$ cat src/hdl/octal_enable_pkg.sv
// Purpose: Shared constants for the octal-mode enable descriptor, its device end and its host end.
// Assumes: One clock, synchronous active-high reset, 32-bit descriptor word.
package octal_enable_pkg;

  // Descriptor field positions.
  localparam int AVAIL_BIT  = 31;
  localparam int POL_BIT    = 30;
  localparam int RSVD_BIT   = 29;
  localparam int ACCESS_BIT = 28;
  localparam int APOS_BIT   = 27;
  localparam int BPOS_HI    = 26;
  localparam int BPOS_LO    = 24;
  localparam int LADDR_HI   = 23;
  localparam int LADDR_LO   = 16;
  localparam int FLAG_8D    = 23;
  localparam int FLAG_8S    = 22;
  localparam int FLAG_4D    = 21;
  localparam int FLAG_4S    = 20;
  localparam int DUMMY_HI   = 19;
  localparam int DUMMY_LO   = 16;
  localparam int RDOP_HI    = 15;
  localparam int RDOP_LO    = 8;
  localparam int WROP_HI    = 7;
  localparam int WROP_LO    = 0;

  // Host register offsets.
  localparam logic [7:0] OFS_CTRL   = 8'h00;
  localparam logic [7:0] OFS_STATUS = 8'h04;
  localparam logic [7:0] OFS_DESC   = 8'h08;
  localparam logic [7:0] OFS_REGVAL = 8'h0C;

  // Host control and status bit positions.
  localparam int CTRL_FETCH = 0;
  localparam int CTRL_SET   = 1;
  localparam int CTRL_WANT  = 2;
  localparam int CTRL_MODE_LO = 4;
  localparam int CTRL_MODE_HI = 6;
  localparam int STAT_BUSY  = 0;
  localparam int STAT_DONE  = 1;
  localparam int STAT_ERR   = 2;
  localparam int STAT_DESC  = 3;
  localparam int STAT_OCTAL = 4;

  // Reset values and timing.
  localparam logic [31:0] DESC_RST    = 32'h0000_0000;
  localparam logic [7:0]  REGVAL_RST  = 8'h00;
  localparam logic [3:0]  RSP_TIMEOUT = 4'hF;

  // Transfer modes a command may be sent in.
  typedef enum logic [2:0] {
    MODE_1S1S1S = 3'h0,
    MODE_8D8D8D = 3'h1,
    MODE_8S8S8S = 3'h2,
    MODE_4S4D4D = 3'h3,
    MODE_4S4S4S = 3'h4
  } mode_e;

endpackage : octal_enable_pkg

$ cat src/hdl/octal_enable_if.sv
// Purpose: Link between the host controller and the flash end serving the descriptor.
// Assumes: Both ends share clk_i; every signal changes right after a rising edge.
// Notes:   A request is one cycle; the answer is one cycle, on the next edge.
`timescale 1ns/100ps
`default_nettype none
interface octal_enable_if;
  import octal_enable_pkg::*;
  logic        desc_req;
  logic        desc_valid;
  logic [31:0] desc_word;
  logic        cmd_valid;
  logic        cmd_write;
  logic [7:0]  cmd_opcode;
  logic [31:0] cmd_addr;
  mode_e       cmd_mode;
  logic [3:0]  cmd_dummy;
  logic [7:0]  cmd_wdata;
  logic        rsp_valid;
  logic        rsp_ok;
  logic [7:0]  rsp_rdata;

  modport host (output desc_req, cmd_valid, cmd_write, cmd_opcode, cmd_addr, cmd_mode, cmd_dummy, cmd_wdata,
                input desc_valid, desc_word, rsp_valid, rsp_ok, rsp_rdata);
  modport dev  (input desc_req, cmd_valid, cmd_write, cmd_opcode, cmd_addr, cmd_mode, cmd_dummy, cmd_wdata,
                output desc_valid, desc_word, rsp_valid, rsp_ok, rsp_rdata);
endinterface : octal_enable_if
`default_nettype wire

$ cat src/hdl/octal_enable_host.sv
// Purpose: Host controller: fetches the descriptor and changes the volatile octal enable bit.
// Assumes: Software drives a plain register port; the flash end answers within RSP_TIMEOUT cycles.
// Notes:   Starts are ignored while busy; completion and failure are sticky until the next start.
`timescale 1ns/100ps
`default_nettype none
module octal_enable_host
  import octal_enable_pkg::*;
(
  // Clock and reset.
  input  wire logic        clk_i,
  input  wire logic        rst_i,
  // Software register port.
  input  wire logic [7:0]  reg_addr_i,
  input  wire logic [31:0] reg_wdata_i,
  input  wire logic        reg_wr_i,
  input  wire logic        reg_rd_i,
  output logic [31:0]      reg_rdata_o,
  // Link to the flash end.
  octal_enable_if.host     lnk
);

  typedef enum logic [3:0] {
    ST_IDLE  = 4'b0001,
    ST_FETCH = 4'b0010,
    ST_READ  = 4'b0100,
    ST_WRITE = 4'b1000
  } state_e;

  typedef struct packed {
    state_e      state;
    logic [31:0] desc;
    logic        desc_ok;
    logic        busy;
    logic        done;
    logic        err;
    logic        want;
    logic        chain;
    mode_e       mode;
    logic [7:0]  regval;
    logic [3:0]  timer;
    logic        desc_req;
    logic        cmd_valid;
    logic        cmd_write;
    logic [7:0]  cmd_opcode;
    logic [31:0] cmd_addr;
    mode_e       cmd_mode;
    logic [3:0]  cmd_dummy;
    logic [7:0]  cmd_wdata;
    logic [31:0] rdata;
  } host_s;

  host_s s_r;
  host_s s_nxt;

  ////////////////////////////////////////////////////////////////////////////
  // Descriptor fields seen through the fetched word.
  logic       f_avail;
  logic       f_pol;
  logic       f_access;
  logic       f_apos;
  logic [2:0] f_bpos;
  logic [7:0] f_laddr;
  logic [3:0] f_dummy;
  logic [7:0] f_rdop;
  logic [7:0] f_wrop;
  logic       f_flag;
  logic       set_bad;
  logic [7:0] new_val;
  logic [31:0] tgt_addr;

  // The reserved bit is never decoded, so a later meaning cannot disturb us.
  assign f_avail  = s_r.desc[AVAIL_BIT];
  assign f_pol    = s_r.desc[POL_BIT];
  assign f_access = s_r.desc[ACCESS_BIT];
  assign f_apos   = s_r.desc[APOS_BIT];
  assign f_bpos   = s_r.desc[BPOS_HI:BPOS_LO];
  assign f_laddr  = s_r.desc[LADDR_HI:LADDR_LO];
  assign f_dummy  = s_r.desc[DUMMY_HI:DUMMY_LO];
  assign f_rdop   = s_r.desc[RDOP_HI:RDOP_LO];
  assign f_wrop   = s_r.desc[WROP_HI:WROP_LO];

  // Flag for the mode software asked for; single-line needs no flag.
  always_comb begin
    unique case (s_r.mode)
      MODE_1S1S1S: f_flag = 1'b1;
      MODE_8D8D8D: f_flag = s_r.desc[FLAG_8D];
      MODE_8S8S8S: f_flag = s_r.desc[FLAG_8S];
      MODE_4S4D4D: f_flag = s_r.desc[FLAG_4D];
      MODE_4S4S4S: f_flag = s_r.desc[FLAG_4S];
      default:     f_flag = 1'b0;
    endcase
  end

  // A cleared flag is not taken as proof the mode works with some other count, so it is refused.
  assign set_bad = !f_avail || f_wrop == 8'h00 || f_rdop == 8'h00 ||
                   (!f_access && !f_flag);

  // Local address goes in byte zero or byte one of the address phase.
  assign tgt_addr = !f_access ? 32'h0000_0000 :
                    (f_apos ? {16'h0000, f_laddr, 8'h00} : {24'h00_0000, f_laddr});

  // Only the located bit changes; its stored level follows the polarity.
  always_comb begin
    new_val         = s_r.regval;
    new_val[f_bpos] = s_r.want ^ f_pol;
  end

  ////////////////////////////////////////////////////////////////////////////
  // Register port, sequencer and link requests.
  always_comb begin
    s_nxt           = s_r;
    s_nxt.desc_req  = 1'b0;
    s_nxt.cmd_valid = 1'b0;
    s_nxt.rdata     = 32'h0000_0000;
    // Read data stands in the cycle after the strobe only.
    if (reg_rd_i) begin
      unique case (reg_addr_i)
        OFS_CTRL:   s_nxt.rdata = {25'h0, s_r.mode, 1'b0, s_r.want, 2'b00};
        OFS_STATUS: s_nxt.rdata = {27'h0, s_r.desc_ok && (s_r.regval[f_bpos] ^ f_pol),
                                   s_r.desc_ok, s_r.err, s_r.done, s_r.busy};
        OFS_DESC:   s_nxt.rdata = s_r.desc;
        OFS_REGVAL: s_nxt.rdata = {24'h00_0000, s_r.regval};
        default:    s_nxt.rdata = 32'h0000_0000;
      endcase
    end
    unique case (s_r.state)
      ST_IDLE: begin
        if (reg_wr_i && reg_addr_i == OFS_CTRL &&
            (reg_wdata_i[CTRL_FETCH] || reg_wdata_i[CTRL_SET])) begin
          s_nxt.want  = reg_wdata_i[CTRL_WANT];
          s_nxt.mode  = mode_e'(reg_wdata_i[CTRL_MODE_HI:CTRL_MODE_LO]);
          s_nxt.chain = reg_wdata_i[CTRL_SET];
          s_nxt.done  = 1'b0;
          s_nxt.err   = 1'b0;
          s_nxt.busy  = 1'b1;
          s_nxt.timer = RSP_TIMEOUT;
          if (reg_wdata_i[CTRL_FETCH] || !s_r.desc_ok) begin
            s_nxt.desc_req = 1'b1;
            s_nxt.state    = ST_FETCH;
          end else begin
            s_nxt.state = ST_READ;
          end
        end
      end
      ST_FETCH: begin
        s_nxt.timer = s_r.timer - 4'h1;
        if (lnk.desc_valid) begin
          s_nxt.desc    = lnk.desc_word;
          s_nxt.desc_ok = 1'b1;
          s_nxt.timer   = RSP_TIMEOUT;
          if (s_r.chain) begin
            s_nxt.state = ST_READ;
          end else begin
            s_nxt.busy  = 1'b0;
            s_nxt.done  = 1'b1;
            s_nxt.state = ST_IDLE;
          end
        end else if (s_r.timer == 4'h0) begin
          s_nxt.busy  = 1'b0;
          s_nxt.err   = 1'b1;
          s_nxt.state = ST_IDLE;
        end
      end
      ST_READ: begin
        // Entry cycle: check the descriptor and issue the read half of the update.
        if (!s_r.cmd_valid && s_r.timer == RSP_TIMEOUT) begin
          if (set_bad) begin
            s_nxt.busy  = 1'b0;
            s_nxt.err   = 1'b1;
            s_nxt.state = ST_IDLE;
          end else begin
            s_nxt.cmd_valid  = 1'b1;
            s_nxt.cmd_write  = 1'b0;
            s_nxt.cmd_opcode = f_rdop;
            s_nxt.cmd_addr   = tgt_addr;
            s_nxt.cmd_mode   = f_access ? MODE_1S1S1S : s_r.mode;
            s_nxt.cmd_dummy  = (f_access || s_r.mode == MODE_1S1S1S) ? 4'h0 : f_dummy;
            s_nxt.cmd_wdata  = 8'h00;
            s_nxt.timer      = s_r.timer - 4'h1;
          end
        end else if (lnk.rsp_valid) begin
          if (lnk.rsp_ok) begin
            s_nxt.regval = lnk.rsp_rdata;
            s_nxt.timer  = RSP_TIMEOUT;
            s_nxt.state  = ST_WRITE;
          end else begin
            s_nxt.busy  = 1'b0;
            s_nxt.err   = 1'b1;
            s_nxt.state = ST_IDLE;
          end
        end else if (s_r.timer == 4'h0) begin
          s_nxt.busy  = 1'b0;
          s_nxt.err   = 1'b1;
          s_nxt.state = ST_IDLE;
        end else begin
          s_nxt.timer = s_r.timer - 4'h1;
        end
      end
      ST_WRITE: begin
        // Entry cycle issues the write-back; the same address and mode are reused.
        if (!s_r.cmd_valid && s_r.timer == RSP_TIMEOUT) begin
          s_nxt.cmd_valid  = 1'b1;
          s_nxt.cmd_write  = 1'b1;
          s_nxt.cmd_opcode = f_wrop;
          s_nxt.cmd_wdata  = new_val;
          s_nxt.timer      = s_r.timer - 4'h1;
        end else if (lnk.rsp_valid) begin
          s_nxt.busy  = 1'b0;
          s_nxt.state = ST_IDLE;
          if (lnk.rsp_ok) begin
            s_nxt.regval = s_r.cmd_wdata;
            s_nxt.done   = 1'b1;
          end else begin
            s_nxt.err = 1'b1;
          end
        end else if (s_r.timer == 4'h0) begin
          s_nxt.busy  = 1'b0;
          s_nxt.err   = 1'b1;
          s_nxt.state = ST_IDLE;
        end else begin
          s_nxt.timer = s_r.timer - 4'h1;
        end
      end
    endcase
  end

  // State register.
  always_ff @(posedge clk_i) begin
    if (rst_i) begin
      // Enum members are named so that no plain zero is assigned to them.
      s_r <= '{state:    ST_IDLE,
               mode:     MODE_1S1S1S,
               cmd_mode: MODE_1S1S1S,
               desc:     DESC_RST,
               regval:   REGVAL_RST,
               default:  '0};
    end else begin
      s_r <= s_nxt;
    end
  end

  ////////////////////////////////////////////////////////////////////////////
  // Outputs, all straight from the state register.
  assign reg_rdata_o    = s_r.rdata;
  assign lnk.desc_req   = s_r.desc_req;
  assign lnk.cmd_valid  = s_r.cmd_valid;
  assign lnk.cmd_write  = s_r.cmd_write;
  assign lnk.cmd_opcode = s_r.cmd_opcode;
  assign lnk.cmd_addr   = s_r.cmd_addr;
  assign lnk.cmd_mode   = s_r.cmd_mode;
  assign lnk.cmd_dummy  = s_r.cmd_dummy;
  assign lnk.cmd_wdata  = s_r.cmd_wdata;

endmodule : octal_enable_host
`default_nettype wire

$ cat src/flat_wrapper.sv
// flat-port wrapper written by rule: the top's interface ports become plain ports
module octal_enable_host_flat import octal_enable_pkg::*;
  (clk_i, rst_i, reg_addr_i, reg_wdata_i, reg_wr_i, reg_rd_i, reg_rdata_o, lnk_desc_req, lnk_cmd_valid, lnk_cmd_write, lnk_cmd_opcode, lnk_cmd_addr, lnk_cmd_mode, lnk_cmd_dummy, lnk_cmd_wdata, lnk_desc_valid, lnk_desc_word, lnk_rsp_valid, lnk_rsp_ok, lnk_rsp_rdata);
  octal_enable_if lnk_i ();
  input  wire logic clk_i;
  input  wire logic rst_i;
  input  wire logic [7:0] reg_addr_i;
  input  wire logic [31:0] reg_wdata_i;
  input  wire logic reg_wr_i;
  input  wire logic reg_rd_i;
  output logic [31:0] reg_rdata_o;
  output wire logic [$bits(lnk_i.desc_req)-1:0] lnk_desc_req;
  output wire logic [$bits(lnk_i.cmd_valid)-1:0] lnk_cmd_valid;
  output wire logic [$bits(lnk_i.cmd_write)-1:0] lnk_cmd_write;
  output wire logic [$bits(lnk_i.cmd_opcode)-1:0] lnk_cmd_opcode;
  output wire logic [$bits(lnk_i.cmd_addr)-1:0] lnk_cmd_addr;
  output wire logic [$bits(lnk_i.cmd_mode)-1:0] lnk_cmd_mode;
  output wire logic [$bits(lnk_i.cmd_dummy)-1:0] lnk_cmd_dummy;
  output wire logic [$bits(lnk_i.cmd_wdata)-1:0] lnk_cmd_wdata;
  input wire logic [$bits(lnk_i.desc_valid)-1:0] lnk_desc_valid;
  input wire logic [$bits(lnk_i.desc_word)-1:0] lnk_desc_word;
  input wire logic [$bits(lnk_i.rsp_valid)-1:0] lnk_rsp_valid;
  input wire logic [$bits(lnk_i.rsp_ok)-1:0] lnk_rsp_ok;
  input wire logic [$bits(lnk_i.rsp_rdata)-1:0] lnk_rsp_rdata;
  assign lnk_desc_req = lnk_i.desc_req;
  assign lnk_cmd_valid = lnk_i.cmd_valid;
  assign lnk_cmd_write = lnk_i.cmd_write;
  assign lnk_cmd_opcode = lnk_i.cmd_opcode;
  assign lnk_cmd_addr = lnk_i.cmd_addr;
  assign lnk_cmd_mode = lnk_i.cmd_mode;
  assign lnk_cmd_dummy = lnk_i.cmd_dummy;
  assign lnk_cmd_wdata = lnk_i.cmd_wdata;
  assign lnk_i.desc_valid = lnk_desc_valid;
  assign lnk_i.desc_word = lnk_desc_word;
  assign lnk_i.rsp_valid = lnk_rsp_valid;
  assign lnk_i.rsp_ok = lnk_rsp_ok;
  assign lnk_i.rsp_rdata = lnk_rsp_rdata;
  octal_enable_host u_core (.clk_i(clk_i), .rst_i(rst_i), .reg_addr_i(reg_addr_i), .reg_wdata_i(reg_wdata_i), .reg_wr_i(reg_wr_i), .reg_rd_i(reg_rd_i), .reg_rdata_o(reg_rdata_o), .lnk(lnk_i));
endmodule
$ cat config.mk
export PLATFORM = sky130hd
export DESIGN_NAME = octal_enable_host_flat
export DESIGN_NICKNAME = d
export VERILOG_FILES = /design/src/hdl/octal_enable_pkg.sv /design/src/hdl/octal_enable_if.sv /design/src/hdl/octal_enable_host.sv /design/src/flat_wrapper.sv
export SDC_FILE = /design/constraint.sdc
export NUM_CORES = 1
export LEC_CHECK = 0
export BUFFER_PORTS_ARGS = -buffer_cell sky130_fd_sc_hd__buf_4
export CAP_MARGIN = 20
export CORE_ASPECT_RATIO = 1.75
export CORE_MARGIN = 3
export CORE_UTILIZATION = 40
export CTS_CLUSTER_DIAMETER = 80
export DETAILED_ROUTE_END_ITERATION = 10
export PLACE_DENSITY_LB_ADDON = 0.1
export SLEW_MARGIN = 20
export SYNTH_ARGS = -nofsm -noshare
export SYNTH_HDL_FRONTEND = slang
export SYNTH_SLANG_ARGS = --single-unit
export TNS_END_PERCENT = 100
$ cat constraint.sdc
create_clock -name clk_i -period 1.9 [get_ports clk_i]
set_clock_uncertainty 0.2 [all_clocks]
set_input_delay 0.38 -clock clk_i [delete_from_list [all_inputs] [get_ports clk_i]]
set_output_delay 0.38 -clock clk_i [all_outputs]
set_load 0.01 [all_outputs]
==> out/metrics.json <==
{
  "global_route": {
    "maximum_number_of_pins_on_one_net_before_global_route_repair": 99,
    "vias_in_the_first_global_route": 5466,
    "grt_util_all_layers": 0.210,
    "antenna_found_initial": 0,
    "gr_overflow_total": 0,
    "first_pass_grt_wire_length_mm": 28.0
  },
  "synth": {
    "netlist.top_cell.by_area": "dfxtp_1",
    "synth_top_cells_by_count": "dfxtp_1, nand2_1, buf_4",
    "synth_cells": 728,
    "cell_with_the_most_instances_after_synthesis": "dfxtp_1",
    "synth-seq-cells": 131,
    "asyncSetResetFlopFracSynth": 0,
    "yosysUniqueCellTypes": 59,
    "synth_top_area_share": 0.430,
    "synth_top_cells_by_area": "dfxtp_1, buf_4, nand2_1, a21oi_1, mux2i_1",
    "number_of_enable_flip_flop_cells_after_synthesis": 0,
    "synth_area_per_cell_um2": 8.37,
    "ys.flop_type": "dfxtp_1",
    "ys_seq_area_frac": 0.430,
    "syn-cell-area_um2": 6090,
    "count_of_synthesis_stage_warnings_from_yosys": 0
  },
  "clock_network": {
    "cts_max_path_buffers": 2,
    "tritoncts": "done",
    "worst_setup_hold_path_clk_slew_ns": 0.06,
    "cts_inserted_buffers": 17,
    "clk_latency_ns": 0.41,
    "cts.root.buffer_cell": "clkbuf_16",
    "htreeDepth": 4,
    "clock_tree_sinks": 131
  },
  "power": {
    "p_clk_frac": 0.518,
    "combPwrFrac": 0.072,
    "ir_drop_uv": 723,
    "p_sw_uw": 1540,
    "power.sequential.fraction": 0.410,
    "p_int_uw": 5260,
    "report.power.total_uw": 6810,
    "switching_share": 0.227,
    "powerDensity_nw_per_um2": 793,
    "cellLeakagePower_uw": 0.00355
  },
  "floorplan": {
    "die_w_um": 99.3,
    "initial_core_utilization": 0.409,
    "chipHeight_um": 169,
    "design.core.area_um2": 14900,
    "placement_rows": 59,
    "num_io_pins": 177,
    "fp.dieArea_um2": 16800
  },
  "place": {
    "postPlaceCellArea_um2": 7380,
    "dp_hpwl_mm": 13.3,
    "place.gp.congestion": 0.824,
    "io_buffer_count": 134
  },
  "setup_path": {
    "ff_to_ff_path_depth": 8,
    "critical_path.reg2reg.startpoint": "u_core.s_r[145]",
    "critical_path.cell_chain": "buf_6 > nand2b_4 > a211o_4 > nor2_4 > o21ai_2 > buf_12 > or4_4 > a21oi_2",
    "critPathLaunch": "u_core.s_r[145]",
    "cpMaxStageDelayCell": "or4_4",
    "worstPathMaxFanout": 13,
    "startpoint_type": "register",
    "critical_path.endpoint_type": "register",
    "worst-endpoint-arrival_ns": 2.24,
    "worst-setup-path-type": "register to register",
    "cp.required_ns": 2.04,
    "cp_slowest_stage_delay_ns": 0.51
  },
  "final_layout": {
    "syn_to_final_growth_pct": 40.9,
    "insertedDiodeCount": 0,
    "stdcell_area_um2": 8580,
    "postLayoutCoreUtil": 0.576,
    "final_layout_size_suffix_gt1_frac": 0.401,
    "design.final.nets": 969
  },
  "detailed_routing": {
    "detailedRoute.firstPassIterationCount": 5,
    "remaining_number_of_nets_flagged_by_the_antenna_check_after_routing": 0,
    "routed_wl_mm": 18.1,
    "first_iter_violations": 263,
    "detailroute.via_count": 5484,
    "post_dr_vias_cell": 5.10,
    "drc": 0,
    "detail_route.wl_per_cell_um": 16.9
  },
  "timing": {
    "final_critical_path_setup_slack_ns": -0.192,
    "finalCriticalPeriod_ns": 2.09,
    "setup_total_neg_slack_ns": -6.65,
    "grt_setup_unrepaired": "true",
    "maxSlewViolCount": 0,
    "setup_viol_count_final": 63,
    "fmaxAchievable_mhz": 478,
    "timing.final.crit_share": 1.10,
    "hold_viol": 0
  },
  "outcome": {
    "violated_checks": "setup timing",
    "outcome": "complete, but fails checks"
  },
  "worst_hold_path": {
    "holdCritStartpoint": "reg_wdata_i[4]",
    "min_path_type": "input pin to register",
    "hold-path-cell-count": 3
  },
  "flow_run": {
    "cap_violations": 0
  }
}
-- kinds of logic after synthesis --
logic type | Yosys count | synth area share
DFF | 131 | 0.430
and+or+nand+nor | 292 | 0.228
adders and majority gates | 2 | 0.00411
AOI/OAI and AO/OA | 137 | 0.146
buffers and inverters | 138 | 0.145
xor gates and xnor gates | 3 | 0.00431
muxes | 24 | 0.0421
other | 1 | 0.000615
-- critical path: cells and delay by family (launching register included) --
family | cells | cell delay, ns
and+or+nand+nor | 3 | 0.65
AOI/OAI and AO/OA | 3 | 0.57
DFF | 1 | 0.36
buffers and inverters | 2 | 0.24
-- layer usage --
metal  global-route usage  wire length [µm]
met5                    0                 0
met4               0.0719               414
met3               0.0383               670
met2                0.405             10200
met1                0.225              6830
-- registers in the layout (all words and copies together), names as in the netlist, 8 cells and up --
| name | count |
|---|---|
| u_core.lnk.cmd_addr | 16 |
| u_core.s_r | 26 |
| u_core.reg_rdata_o | 32 |
| u_core.lnk.cmd_opcode | 8 |
| u_core.f_wrop | 8 |
| u_core.f_rdop | 8 |
| u_core.lnk.cmd_wdata | 8 |
-- what timing repair did --
action | CTS | global route
pin swaps | 12 | 31
endpoints found under the setup margin | 99 | 99
gates resized for setup | 40 | 41
buffers inserted | 11 | 7
hold buffers | 1 | 0
hold endpoints to repair | 1 | 0
gates cloned | 2 | 1
-- power groups by stage --
stage	Clock (µW)	Combinational, µW	Sequential, µW
after floorplan	0	247	2840
after global placement	0	451	2850
after detailed placement	0	452	2850
after CTS	3610	469	2790
after global routing	3720	523	2790
final	3530	489	2790
-- path summary, 6_finish.rpt --
kind	to	slack, ns
worst min-delay path	u_core.s_r[102]	0.02
worst max-delay path	u_core.lnk.cmd_wdata[6]	-0.19
worst max register to register	u_core.lnk.cmd_wdata[6]	-0.19
worst min register to register	u_core.s_r[140]	0.25
-- through the flow --
| step | cells | worst slack [ns] | hold WS, ns |
|---|---|---|---|
| after floorplan | 743 | -0.0941 | 0.230 |
| after global placement | 1022 | -0.315 | 0.240 |
| after detailed placement | 1022 | -0.322 | 0.246 |
| after CTS | 1067 | -0.181 | 0.000373 |
| after global routing | 1075 | -0.262 | 0.0177 |
| final | 1075 | -0.192 | 0.0178 |
-- layout by cell type, fill, tap and decap left out, types with 5 or more instances in the layout --
cell type and instances:
nand2_1 125, a222oi_1 8, nor2b_1 12, inv_1 5, nor3_1 6, mux2i_1 19, a21oi_1 70, nor2_1 46
dfxtp_4 5, a311oi_1 9, nand3_1 12, buf_4 225, buf_6 14, conb_1 16, and2_1 26, dfxtp_1 122
or3_1 7, nand3_2 13, nor2_4 5, buf_12 8, clkbuf_16 18
-- area by class of cell --
| type | count | area (µm²) |
|---|---|---|
| flip-flops and latches | 131 | 2650 |
| clock buffers | 18 | 439 |
| fillers | 1368 | 6330 |
| well taps | 183 | 229 |
| repair buffers | 251 | 2100 |
| multi-input cells | 474 | 2960 |
| clock inverters | 13 | 198 |
| inverters | 5 | 18.8 |
No activity file was read; power rests on OpenSTA's default activity.
